<file path="config.mk">
export PLATFORM = sky130hd
export DESIGN_NAME = iwr_top
export DESIGN_NICKNAME = d
export VERILOG_FILES = /design/src/rtl/iwr_top.v /design/src/rtl/iwr_sync.v /design/src/rtl/iwr_prescaler.v
export VERILOG_INCLUDE_DIRS = /design/src /design/src/rtl
export SDC_FILE = /design/constraint.sdc
export NUM_CORES = 1
export LEC_CHECK = 0
export ABC_AREA = 1
export BUFFER_PORTS_ARGS = -buffer_cell sky130_fd_sc_hd__buf_2
export CAP_MARGIN = 20
export CORE_MARGIN = 5
export CORE_UTILIZATION = 38
export DETAILED_ROUTE_END_ITERATION = 7
export GPL_TIMING_DRIVEN = 0
export SLEW_MARGIN = 30
export SYNTH_ARGS = -nofsm -noshare
export SYNTH_HDL_FRONTEND = slang
export SYNTH_SLANG_ARGS = --single-unit
</file>
<file path="constraint.sdc">
create_clock -name sys_clk -period 3.05 [get_ports sys_clk]
set_input_delay 0.305 -clock sys_clk [delete_from_list [all_inputs] [get_ports sys_clk]]
set_output_delay 0.305 -clock sys_clk [all_outputs]
set_load 0.1 [all_outputs]
</file>
<file path="src/rtl/iwr_map.vh">
// Register offsets, field positions, reset values and command codes of the watchdog registers.
`ifndef IWR_MAP_VH
`define IWR_MAP_VH

// Register byte offsets.
`define IWR_OFF_KEY 8'h00
`define IWR_OFF_DIV 8'h04
`define IWR_OFF_RELOAD 8'h08
`define IWR_OFF_STATUS 8'h0C
`define IWR_OFF_INT_STATUS 8'h10
`define IWR_OFF_INT_MASK 8'h14
`define IWR_OFF_COUNTER 8'h18

// Key command codes in the low half-word of the key register.
`define IWR_KEY_REFRESH 16'hAAAA
`define IWR_KEY_UNLOCK 16'h5555
`define IWR_KEY_START 16'hCCCC

// Field widths and reset values.
`define IWR_DIV_W 3
`define IWR_RELOAD_W 12
`define IWR_DIV_RESET 3'h0
`define IWR_RELOAD_RESET 12'hFFF
`define IWR_COUNT_END 12'h000

// Status register bit positions.
`define IWR_ST_DIV_PEND 0
`define IWR_ST_RELOAD_PEND 1

// Interrupt status and mask bit positions.
`define IWR_INT_W 4
`define IWR_INT_TIMEOUT 0
`define IWR_INT_REFRESH 1
`define IWR_INT_DIV_DONE 2
`define IWR_INT_RELOAD_DONE 3

// Counter readout bit positions.
`define IWR_CNT_RUNNING 16
`define IWR_CNT_EXPIRED 17

// Oscillator ticks needed to carry a new value into the counting logic.
`define IWR_UPDATE_TICKS 2'h3

`endif

</file>
<file path="src/rtl/iwr_top.v">
// Independent watchdog: APB registers, key commands, update path and down-counter.
`timescale 1ns/10ps
`include "iwr_map.vh"

// Behaviour
// - Unlock code opens divider and reload writes
// - Start code starts the down-counter
// - Hardware mode runs already; start still accepted
// - Divider select picks ratio 4 to 256
// - Refresh loads reload value into counter
// - Timeout is reload times divide ratio
// - Reload field twelve bits, resets all ones
// - Counter from 0xFFF; reset at zero
// - Any other key relocks the registers
// - Pending flags track carrying new values
// - Hardware watchdog option starts at power-on
module iwr_top
(
    // Clock and reset.
    input wire sys_clk,
    input wire sys_rst,
    // APB slave.
    input wire psel,
    input wire penable,
    input wire pwrite,
    input wire [7:0] paddr,
    input wire [31:0] pwdata,
    input wire [3:0] pstrb,
    output reg [31:0] prdata,
    output reg pready,
    output reg pslverr,
    // Oscillator and power-on option.
    input wire low_speed_oscillator,
    input wire hw_watchdog_select,
    // Results.
    output reg watchdog_reset_out,
    output reg irq
);

wire osc_level;
wire count_tick;
reg osc_level_d;
reg osc_tick;
reg strap_taken;
reg hw_mode;
reg running;
reg unlocked;
reg [`IWR_RELOAD_W-1:0] counter;
reg [`IWR_DIV_W-1:0] div_shadow;
reg [`IWR_DIV_W-1:0] div_active;
reg div_pending;
reg [1:0] div_ticks;
reg [`IWR_RELOAD_W-1:0] reload_shadow;
reg [`IWR_RELOAD_W-1:0] reload_active;
reg reload_pending;
reg [1:0] reload_ticks;
reg [`IWR_INT_W-1:0] int_status;
reg [`IWR_INT_W-1:0] int_mask;
reg [`IWR_INT_W-1:0] int_set;
reg [`IWR_INT_W-1:0] next_int_status;
reg [31:0] next_prdata;
reg next_pslverr;
reg div_done;
reg reload_done;

wire bus_write = psel & penable & pready & pwrite;
wire key_write = bus_write & (paddr == `IWR_OFF_KEY) & pstrb[0] & pstrb[1];
wire [15:0] key_value = pwdata[15:0];
wire cmd_refresh = key_write & (key_value == `IWR_KEY_REFRESH);
wire cmd_unlock = key_write & (key_value == `IWR_KEY_UNLOCK);
wire cmd_start = key_write & (key_value == `IWR_KEY_START);
wire div_write = bus_write & (paddr == `IWR_OFF_DIV) & unlocked & pstrb[0];
wire reload_write = bus_write & (paddr == `IWR_OFF_RELOAD) & unlocked;

// True when the address names one of the mapped registers.
function addr_mapped;
    input [7:0] addr;
    begin
        case (addr)
            `IWR_OFF_KEY, `IWR_OFF_DIV, `IWR_OFF_RELOAD, `IWR_OFF_STATUS,
            `IWR_OFF_INT_STATUS, `IWR_OFF_INT_MASK, `IWR_OFF_COUNTER: addr_mapped = 1'b1;
            default: addr_mapped = 1'b0;
        endcase
    end
endfunction

iwr_sync u_osc_sync
(
    .sys_clk(sys_clk),
    .sys_rst(sys_rst),
    .async_in(low_speed_oscillator),
    .sync_out(osc_level)
);

// Rising edges of the synchronised oscillator become one-cycle ticks.
always @(posedge sys_clk or posedge sys_rst)
begin
    if (sys_rst)
    begin
        osc_level_d <= 1'b0;
        osc_tick <= 1'b0;
    end
    else
    begin
        osc_level_d <= osc_level;
        osc_tick <= osc_level & ~osc_level_d;
    end
end

// Ratio from the active divider select.
iwr_prescaler #(.DIV_W(`IWR_DIV_W)) u_prescaler
(
    .sys_clk(sys_clk),
    .sys_rst(sys_rst),
    .osc_tick(osc_tick),
    .divider_select(div_active),
    .count_tick(count_tick)
);

// Power-on option caught once after reset release.
always @(posedge sys_clk or posedge sys_rst)
begin
    if (sys_rst)
    begin
        strap_taken <= 1'b0;
        hw_mode <= 1'b0;
    end
    else if (!strap_taken)
    begin
        strap_taken <= 1'b1;
        hw_mode <= hw_watchdog_select;
    end
end

// Unlock state: only the unlock code opens, every other key closes.
always @(posedge sys_clk or posedge sys_rst)
begin
    if (sys_rst)
    begin
        unlocked <= 1'b0;
    end
    else if (key_write)
    begin
        unlocked <= cmd_unlock;
    end
end

// Divider update: the bus copy is held and moved to the active copy after three ticks.
always @(posedge sys_clk or posedge sys_rst)
begin
    if (sys_rst)
    begin
        div_shadow <= `IWR_DIV_RESET;
        div_active <= `IWR_DIV_RESET;
        div_pending <= 1'b0;
        div_ticks <= 2'h0;
        div_done <= 1'b0;
    end
    else
    begin
        div_done <= 1'b0;
        if (div_write)
        begin
            div_shadow <= pwdata[`IWR_DIV_W-1:0];
            div_pending <= 1'b1;
            div_ticks <= 2'h0;
        end
        else if (div_pending && osc_tick)
        begin
            if (div_ticks == `IWR_UPDATE_TICKS - 2'h1)
            begin
                div_active <= div_shadow;
                div_pending <= 1'b0;
                div_done <= 1'b1;
            end
            else
            begin
                div_ticks <= div_ticks + 2'h1;
            end
        end
    end
end

// Reload update follows the same path; written byte lanes merge with the active copy into the bus copy.
always @(posedge sys_clk or posedge sys_rst)
begin
    if (sys_rst)
    begin
        reload_shadow <= `IWR_RELOAD_RESET;
        reload_active <= `IWR_RELOAD_RESET;
        reload_pending <= 1'b0;
        reload_ticks <= 2'h0;
        reload_done <= 1'b0;
    end
    else
    begin
        reload_done <= 1'b0;
        if (reload_write && (pstrb[0] || pstrb[1]))
        begin
            reload_shadow <= {pstrb[1] ? pwdata[11:8] : reload_active[11:8],
                              pstrb[0] ? pwdata[7:0] : reload_active[7:0]};
            reload_pending <= 1'b1;
            reload_ticks <= 2'h0;
        end
        else if (reload_pending && osc_tick)
        begin
            if (reload_ticks == `IWR_UPDATE_TICKS - 2'h1)
            begin
                reload_active <= reload_shadow;
                reload_pending <= 1'b0;
                reload_done <= 1'b1;
            end
            else
            begin
                reload_ticks <= reload_ticks + 2'h1;
            end
        end
    end
end

// Run state and down-counter; once expired only sys_rst brings it back.
always @(posedge sys_clk or posedge sys_rst)
begin
    if (sys_rst)
    begin
        running <= 1'b0;
        counter <= `IWR_RELOAD_RESET;
        watchdog_reset_out <= 1'b0;
    end
    else
    begin
        if (cmd_start || (strap_taken && hw_mode))
        begin
            running <= 1'b1;
        end
        if (cmd_refresh)
        begin
            counter <= reload_active;
        end
        else if (running && count_tick && counter != `IWR_COUNT_END)
        begin
            counter <= counter - 12'h001;
        end
        if (running && counter == `IWR_COUNT_END && !cmd_refresh)
        begin
            watchdog_reset_out <= 1'b1;
        end
    end
end

// Interrupt events: expiry, refresh seen and the two completed updates.
always @*
begin
    int_set = {`IWR_INT_W{1'b0}};
    int_set[`IWR_INT_TIMEOUT] = running & (counter == `IWR_COUNT_END) & ~watchdog_reset_out;
    int_set[`IWR_INT_REFRESH] = cmd_refresh;
    int_set[`IWR_INT_DIV_DONE] = div_done;
    int_set[`IWR_INT_RELOAD_DONE] = reload_done;
    next_int_status = int_status;
    if (bus_write && paddr == `IWR_OFF_INT_STATUS && pstrb[0])
    begin
        next_int_status = int_status & ~pwdata[`IWR_INT_W-1:0];
    end
    // A new event in the clearing cycle still lands.
    next_int_status = next_int_status | int_set;
end

// Sticky status, mask and the registered interrupt line.
always @(posedge sys_clk or posedge sys_rst)
begin
    if (sys_rst)
    begin
        int_status <= {`IWR_INT_W{1'b0}};
        int_mask <= {`IWR_INT_W{1'b0}};
        irq <= 1'b0;
    end
    else
    begin
        int_status <= next_int_status;
        if (bus_write && paddr == `IWR_OFF_INT_MASK && pstrb[0])
        begin
            int_mask <= pwdata[`IWR_INT_W-1:0];
        end
        irq <= |(next_int_status & int_mask);
    end
end

// Read mux, evaluated in the setup cycle so data stand through the access cycle.
always @*
begin
    next_prdata = 32'h0000_0000;
    next_pslverr = ~addr_mapped(paddr);
    case (paddr)
        `IWR_OFF_DIV: next_prdata[`IWR_DIV_W-1:0] = div_active;
        `IWR_OFF_RELOAD: next_prdata[`IWR_RELOAD_W-1:0] = reload_active;
        `IWR_OFF_STATUS:
        begin
            next_prdata[`IWR_ST_DIV_PEND] = div_pending;
            next_prdata[`IWR_ST_RELOAD_PEND] = reload_pending;
        end
        `IWR_OFF_INT_STATUS: next_prdata[`IWR_INT_W-1:0] = int_status;
        `IWR_OFF_INT_MASK: next_prdata[`IWR_INT_W-1:0] = int_mask;
        `IWR_OFF_COUNTER:
        begin
            next_prdata[`IWR_RELOAD_W-1:0] = counter;
            next_prdata[`IWR_CNT_RUNNING] = running;
            next_prdata[`IWR_CNT_EXPIRED] = watchdog_reset_out;
        end
        default: next_prdata = 32'h0000_0000;
    endcase
end

// APB answer: one registered ready per transfer, raised in the access cycle.
always @(posedge sys_clk or posedge sys_rst)
begin
    if (sys_rst)
    begin
        pready <= 1'b0;
        pslverr <= 1'b0;
        prdata <= 32'h0000_0000;
    end
    else
    begin
        pready <= psel & ~penable;
        if (psel && !penable)
        begin
            pslverr <= next_pslverr;
            prdata <= pwrite ? 32'h0000_0000 : next_prdata;
        end
        else
        begin
            pslverr <= 1'b0;
            prdata <= 32'h0000_0000;
        end
    end
end

endmodule

</file>
<file path="src/rtl/iwr_sync.v">
// Two-stage level synchroniser for the low-speed oscillator input.
`timescale 1ns/10ps
module iwr_sync
(
    // Clock and reset.
    input wire sys_clk,
    input wire sys_rst,
    // Level in and synchronised level out.
    input wire async_in,
    output reg sync_out
);

reg stage_one;

// The first stage feeds only the second, so metastability never spreads.
always @(posedge sys_clk or posedge sys_rst)
begin
    if (sys_rst)
    begin
        stage_one <= 1'b0;
        sync_out <= 1'b0;
    end
    else
    begin
        stage_one <= async_in;
        sync_out <= stage_one;
    end
end

endmodule

</file>
<file path="src/rtl/iwr_prescaler.v">
// Programmable divider that turns oscillator ticks into counter ticks.
`timescale 1ns/10ps
module iwr_prescaler
#(
    parameter DIV_W = 3
)
(
    // Clock and reset.
    input wire sys_clk,
    input wire sys_rst,
    // Oscillator tick and ratio select.
    input wire osc_tick,
    input wire [DIV_W-1:0] divider_select,
    // One-cycle pulse per divided period.
    output reg count_tick
);

reg [7:0] div_count;

// Terminal count for a select: (4 << sel) - 1, with the two top codes both at 255.
function [7:0] last_count;
    input [DIV_W-1:0] sel;
    begin
        case (sel)
            3'h0: last_count = 8'h03;
            3'h1: last_count = 8'h07;
            3'h2: last_count = 8'h0F;
            3'h3: last_count = 8'h1F;
            3'h4: last_count = 8'h3F;
            3'h5: last_count = 8'h7F;
            default: last_count = 8'hFF;
        endcase
    end
endfunction

// A shorter ratio taken mid-period ends the period at once rather than wrapping.
always @(posedge sys_clk or posedge sys_rst)
begin
    if (sys_rst)
    begin
        div_count <= 8'h00;
        count_tick <= 1'b0;
    end
    else
    begin
        count_tick <= 1'b0;
        if (osc_tick)
        begin
            if (div_count >= last_count(divider_select))
            begin
                div_count <= 8'h00;
                count_tick <= 1'b1;
            end
            else
            begin
                div_count <= div_count + 8'h01;
            end
        end
    end
end

endmodule

</file>
==> Word level (Yosys, flattened, before mapping) <==
Cells that the tools add are included.
{ "classes": {"n_addsub": 4, "magnitude_cmp": 1, "n_eq_ne": 18, "muxes": 37, "bitwise_logic": 28, "reduce_logical": 34} }
{ "ops": {"columns": ["op", "n"], "rows": [
  ["$pmux W8 S6", 1],
  ["$mux W18", 2],
  ["$eq A16 B16 Y1 const B", 2],
  ["$eq A8 B5 Y1 const B", 3],
  ["$mux W12", 2],
  ["$mux W8", 3],
  ["$and A1 B1 Y1", 18],
  ["$eq A16 B15 Y1 const B", 1],
  ["$eq A8 B4 Y1 const B", 2],
  ["$mux W1", 16],
  ["$pmux W8 S2", 1],
  ["$mux W2", 7],
  ["$logic_and A1 B1 Y1", 13],
  ["$logic_not A12 Y1", 1],
  ["$pmux W2 S6", 1],
  ["$reduce_bool A12 Y1", 1],
  ["$sub A12 B1 Y12 const B", 1],
  ["$reduce_bool A2 Y1", 5],
  ["$add A8 B1 Y8 const B", 1],
  ["$and A4 B4 Y4", 2],
  ["$eq A8 B3 Y1 const B", 1],
  ["$ge A8 B8 Y1", 1],
  ["$logic_not A8 Y1", 1],
  ["$mux W4", 2],
  ["18 further kinds", 34]
]} }
{ "totals": {"reg_bits": 111, "inputBits": 51, "wordCells": 150} }

==> Longest topological paths before layout <==
{ "logic_depth": {"word_depth": 10, "mapped_depth": 11} }

==> Cells and area by module <==
From an unflattened synthesis, not the netlist that was laid out.
{ "hier_totals": {"cells_unflattened": 643, "area_unflattened_um2": 5053.6} }
{ "modules_own_cells": {"columns": ["module", "instances", "cells_each", "area_each_um2"], "rows": [
  ["iwr_top", 1, 554, 4330.4],
  ["iwr_prescaler", 1, 86, 669.4],
  ["iwr_sync", 1, 3, 53.8]
]} }

==> Least setup slack after synthesis <==
OpenSTA, ideal clock, no wires.
{ "synth_path": {"kind": "register to register", "start": "reg pready", "end": "reg div_shadow[2]", "setup_time_ns": 0.127, "t_arrival_ns": 1.930, "required_ns": 2.923, "slack_ns": 0.993, "path_stages_with_launch": 10, "n_path_buf": 0, "period_less_slack_ns": 2.057, "cell_sequence": "dfrtp_1 nand2_1 nor2_4 inv_2 nor2_1 nand2_1 nor2_4 inv_1 nand2_1 o21ai_0"} }
{ "synth_between": {"elab_chain_len": 5} }
{ "synth_lines": {"columns": ["element", "line_no", "source"], "rows": [
  ["start: declaration", "iwr_top.v:30", "output reg pready,"],
  ["start signal: assignment", "iwr_top.v:324", "pready <= psel & ~penable;"],
  ["$and A1 B1 Y1 (2 in series)", "iwr_top.v:66", "wire bus_write = psel & penable & pready & pwrite;"],
  ["$and A1 B1 Y1 (3 in series)", "iwr_top.v:72", "wire div_write = bus_write & (paddr == `IWR_OFF_DIV) & unlocked & pstrb[0];"],
  ["end signal: assignment", "iwr_top.v:153", "div_shadow <= `IWR_DIV_RESET;"],
  ["end signal: assignment", "iwr_top.v:164", "div_shadow <= pwdata[`IWR_DIV_W-1:0];"],
  ["end: declaration", "iwr_top.v:49", "reg [`IWR_DIV_W-1:0] div_shadow;"]
]} }
No other way between the ends.
A chain may end at the register's enable or synchronous reset.

==> Worst setup path after layout <==
{ "layout_path": {"start": "reg div_active[1]", "end": "reg u_prescaler.div_count[7]"} }
{ "layout_between": {"elab_chain_len": 5, "elab_cells_between_ends": 10} }
{ "layout_lines": {"columns": ["element", "line_no", "source"], "rows": [
  ["start: declaration", "iwr_top.v:50", "reg [`IWR_DIV_W-1:0] div_active;"],
  ["start signal: assignment", "iwr_top.v:154", "div_active <= `IWR_DIV_RESET;"],
  ["start signal: assignment", "iwr_top.v:172", "div_active <= div_shadow;"],
  ["$eq A3 B3 Y1, or another cell as far along", "iwr_prescaler.v:24", "case (sel)"],
  ["$pmux W8 S6 (*)", "iwr_prescaler.v:24", null],
  ["$mux W8 (*)", "iwr_prescaler.v:47", "if (osc_tick)"],
  ["$ge A8 B8 Y1 (*)", "iwr_prescaler.v:49", "if (div_count >= last_count(divider_select))"],
  ["$mux W8 (*)", "iwr_prescaler.v:49", null],
  ["end signal: assignment", "iwr_prescaler.v:56", "div_count <= div_count + 8'h01;"],
  ["end: declaration", "iwr_prescaler.v:18", "reg [7:0] div_count;"]
]} }
Every way passes the cells marked *; elsewhere a longest branch is shown, timed or not. The select of a mux whose other input is x is not followed.

==> results.json <==
{
  "ctsHoldBuffers": 1,
  "hold_viol": 0,
  "viasPerCell": 4.68,
  "drc": 0,
  "dieArea_um2": 15100,
  "skew_ns": 0.00683,
  "gp_congestion": 0.857,
  "synth_area_leader_cell": "dfrtp_1",
  "required_ns": 3.26,
  "synthMuxAreaShare": 0.0106,
  "syn-instance-count": 603,
  "grt.total_usage": 0.163,
  "nFillCells": 1242,
  "slew_violations": 0,
  "cp-end-kind": "register",
  "synth_area_per_cell_um2": 8.04,
  "synth_cell_types": 35,
  "finalSetupViolCount": 0,
  "start_util": 0.386,
  "post_drt_wl_per_cell_um": 13.2,
  "placementRows": 41,
  "path_class": "register to register",
  "path_buf_inv": 1,
  "first_global_vias": 3918,
  "antenna_found_initial": 0,
  "insertion_delay_ns": 0.34,
  "vdd_drop_max_v": 0.000231,
  "synth_fa_ha_area_frac": 0.0284,
  "n_antenna_cell": 0,
  "areaGrowthSynthToFinish_pct": 17.7,
  "totalWireLength_mm": 11.3,
  "worst_pin_slew_ns": 0.552,
  "synth_xor_area_frac": 0.0253,
  "io_pins": 87,
  "drive_gt1_frac": 0.222,
  "synth_top_area_frac": 0.294,
  "die_h_um": 123,
  "timing.fmax_ghz": 0.540,
  "crit_top_cell": "nor2_1",
  "clockRootBuffer": "clkbuf_16",
  "rsz0062_at_grt": "false",
  "syn_area_um2": 4850,
  "synth-main-ff-cell": "dfrtp_1",
  "grt_pass1_wl_mm": 19.4,
  "startpoint_type": "register",
  "cap_viol_max_count": 0,
  "crit_fanout": 7,
  "synth_edf_count": 0,
  "die_x_um": 123,
  "via_count": 4024,
  "yosysSeqAreaShare": 0.489,
  "slew-limit-headroom": 0.632,
  "met1_length_mm": 5.31,
  "clkTransAtPathRegs_ns": 0.06,
  "cts_setup_buffers": 0,
  "highest_layer": "met4",
  "worstPathArrival_ns": 2.06,
  "crit_path_cell_trace": "o21ai_0 -> ha_1 -> nand2_1 -> inv_1 -> nand3_1 -> a21oi_1 -> nor2_1 -> nor2_1 -> nor3_1",
  "worst_path_max_delay_cell": "dfrtp_1",
  "crit_family": "simple AND/OR/NAND/NOR gates",
  "synth_seq_cells": 93,
  "wl_met2_mm": 5.23,
  "cts.sinks": 93,
  "wl_met3_um": 592,
  "min_path_type": "primary input to register",
  "cts.htree.levels": 3,
  "tritoncts": "done",
  "synth_compound_area_frac": 0.0632,
  "cp_slowest_stage_delay_ns": 0.45,
  "nNetsFinal": 745,
  "coreArea_um2": 12600,
  "period_share": 0.608,
  "dr.pass1.iters": 4,
  "crit_cells": 9,
  "clk_path_buf_depth": 2,
  "power_density_nw_per_um2": 518,
  "rr_worst_depth": 9,
  "fin_setup_tns_ns": 0,
  "port_buffers": 50,
  "drtIter0Drc": 331,
  "leakage_nw": 2.78,
  "hold_path_depth": 1,
  "fin_crit_ns": 1.85,
  "detail-route-antenna-nets": 0,
  "netlist_top_cells_area": "dfrtp_1, dfstp_2, nand2_1",
  "hpwl_mm": 8.70,
  "status": "completed",
  "whs_ns": 0.0661,
  "cts_resized": 0,
  "synth-simple-area-share": 0.291,
  "synth_top_family_by_area": "simple AND/OR/NAND/NOR gates",
  "grt_start_max_net_pins": 71,
  "p_total_mw": 2.96,
  "cts_made_buffers": 9,
  "synthArstFlopShare": 1.00,
  "overflow": 0,
  "ys.warnings.count": 0
}
## placed cells by master, fill, tap and decap left out, types with 3 or more instances in the layout
master     instances
inv_1             56
conb_1            19
ha_1              11
xnor2_1            3
buf_4             20
o21ai_0           29
buf_2             59
nor3_1            12
nor4_1             4
nor2_1            57
or2_2              3
inv_2              4
nand2_1          170
nand3_1           60
mux2i_1            4
clkbuf_16          9
dfstp_2           36
nor2_2             4
a21oi_1           28
dfrtp_1           57
nand4_1            5
nor2_4             3
xor2_1            11
## synth_stat cells (3+ instances only)
| library cell | n |
|---|---|
| nor2_2 | 4 |
| o21ai_0 | 29 |
| dfrtp_1 | 57 |
| nand2_1 | 170 |
| nor4_1 | 4 |
| nor3_1 | 12 |
| xor2_1 | 11 |
| or2_2 | 3 |
| nor2_4 | 3 |
| mux2i_1 | 4 |
| dfstp_2 | 36 |
| buf_4 | 20 |
| inv_2 | 4 |
| nor2_1 | 57 |
| nand3_1 | 60 |
| ha_1 | 11 |
| xnor2_1 | 3 |
| buf_2 | 9 |
| nand4_1 | 5 |
| a21oi_1 | 28 |
| inv_1 | 57 |
## layout make-up
type                    instances  area, um^2  share of cell area
flip-flops and latches         93        2370               0.416
multi-input cells             435        2100               0.368
repair buffers                 52         288              0.0504
clock buffers                  12         256              0.0449
inverters                      61         234              0.0410
well taps                     172         215              0.0377
plain buffers                  31         210              0.0368
clock inverters                 4        30.0             0.00526
## where the power goes
| part | internal [mW] | total [mW] | switching (mW) |
|---|---|---|---|
| clock | 0.601 | 1.09 | 0.485 |
| sequential | 1.33 | 1.40 | 0.0728 |
| combinational | 0.155 | 0.471 | 0.316 |
## path summary, 6_finish.rpt
path	from	to	slack, ns
min in group asynchronous	sys_rst	u_prescaler.div_count[2]	0.46
max in group asynchronous	sys_rst	counter[3]	1.93
min	low_speed_oscillator	u_osc_sync.stage_one	0.07
min reg2reg	u_osc_sync.stage_one	u_osc_sync.sync_out	0.36
max	div_active[1]	u_prescaler.div_count[7]	1.20
max reg2reg	div_active[1]	u_prescaler.div_count[7]	1.20
## cells by family (layout without fill, tap and decap cells)
| family | count (synthesis) | in the layout |
|---|---|---|
| multiplexers | 5 | 5 |
| AO/OA/AOI/OAI | 60 | 60 |
| XOR/XNOR | 14 | 14 |
| flip-flops | 93 | 93 |
| buffers and inverters | 92 | 160 |
| adder cells (fa/ha/maj) | 11 | 11 |
| other | 2 | 19 |
| AND/OR/NAND/NOR | 326 | 326 |
## stage by stage
| stage | utilization | instances | area (um^2) | setup WS [ns] |
|---|---|---|---|---|
| 2_1_floorplan | - | 620 | 4910 | 0.384 |
| 3_3_place_gp | 0.428 | 842 | 5380 | -0.759 |
| 3_5_place_dp | 0.431 | 843 | 5410 | 1.19 |
| 4_1_cts | 0.454 | 860 | 5710 | 1.16 |
| 5_1_grt | 0.454 | 860 | 5710 | 0.900 |
| 6_report | 0.454 | 860 | 5710 | 1.20 |
## flip-flops by register name (all words and copies together) (netlist names), 3 cells and up
name and count:
reload_active 12, div_active 3, reload_shadow 12, counter 12, prdata 14, int_mask 4, div_shadow 3, int_status 4
u_prescaler.div_count 8
## worst reg2reg max path, stage by stage (launching register included)
cell and delay (ns):
dfrtp_1 0.45, o21ai_0 0.13, ha_1 0.29, nand2_1 0.06
inv_1 0.05, nand3_1 0.06, a21oi_1 0.12, nor2_1 0.08
nor2_1 0.37, nor3_1 0.12
## layer usage
layer	track usage	vias up
met2	0.252	89
li1	-	2046
met1	0.227	1873
met3	0.0279	16
met5	0	-
met4	0.0664	0
(Power assumes the default switching activity.)
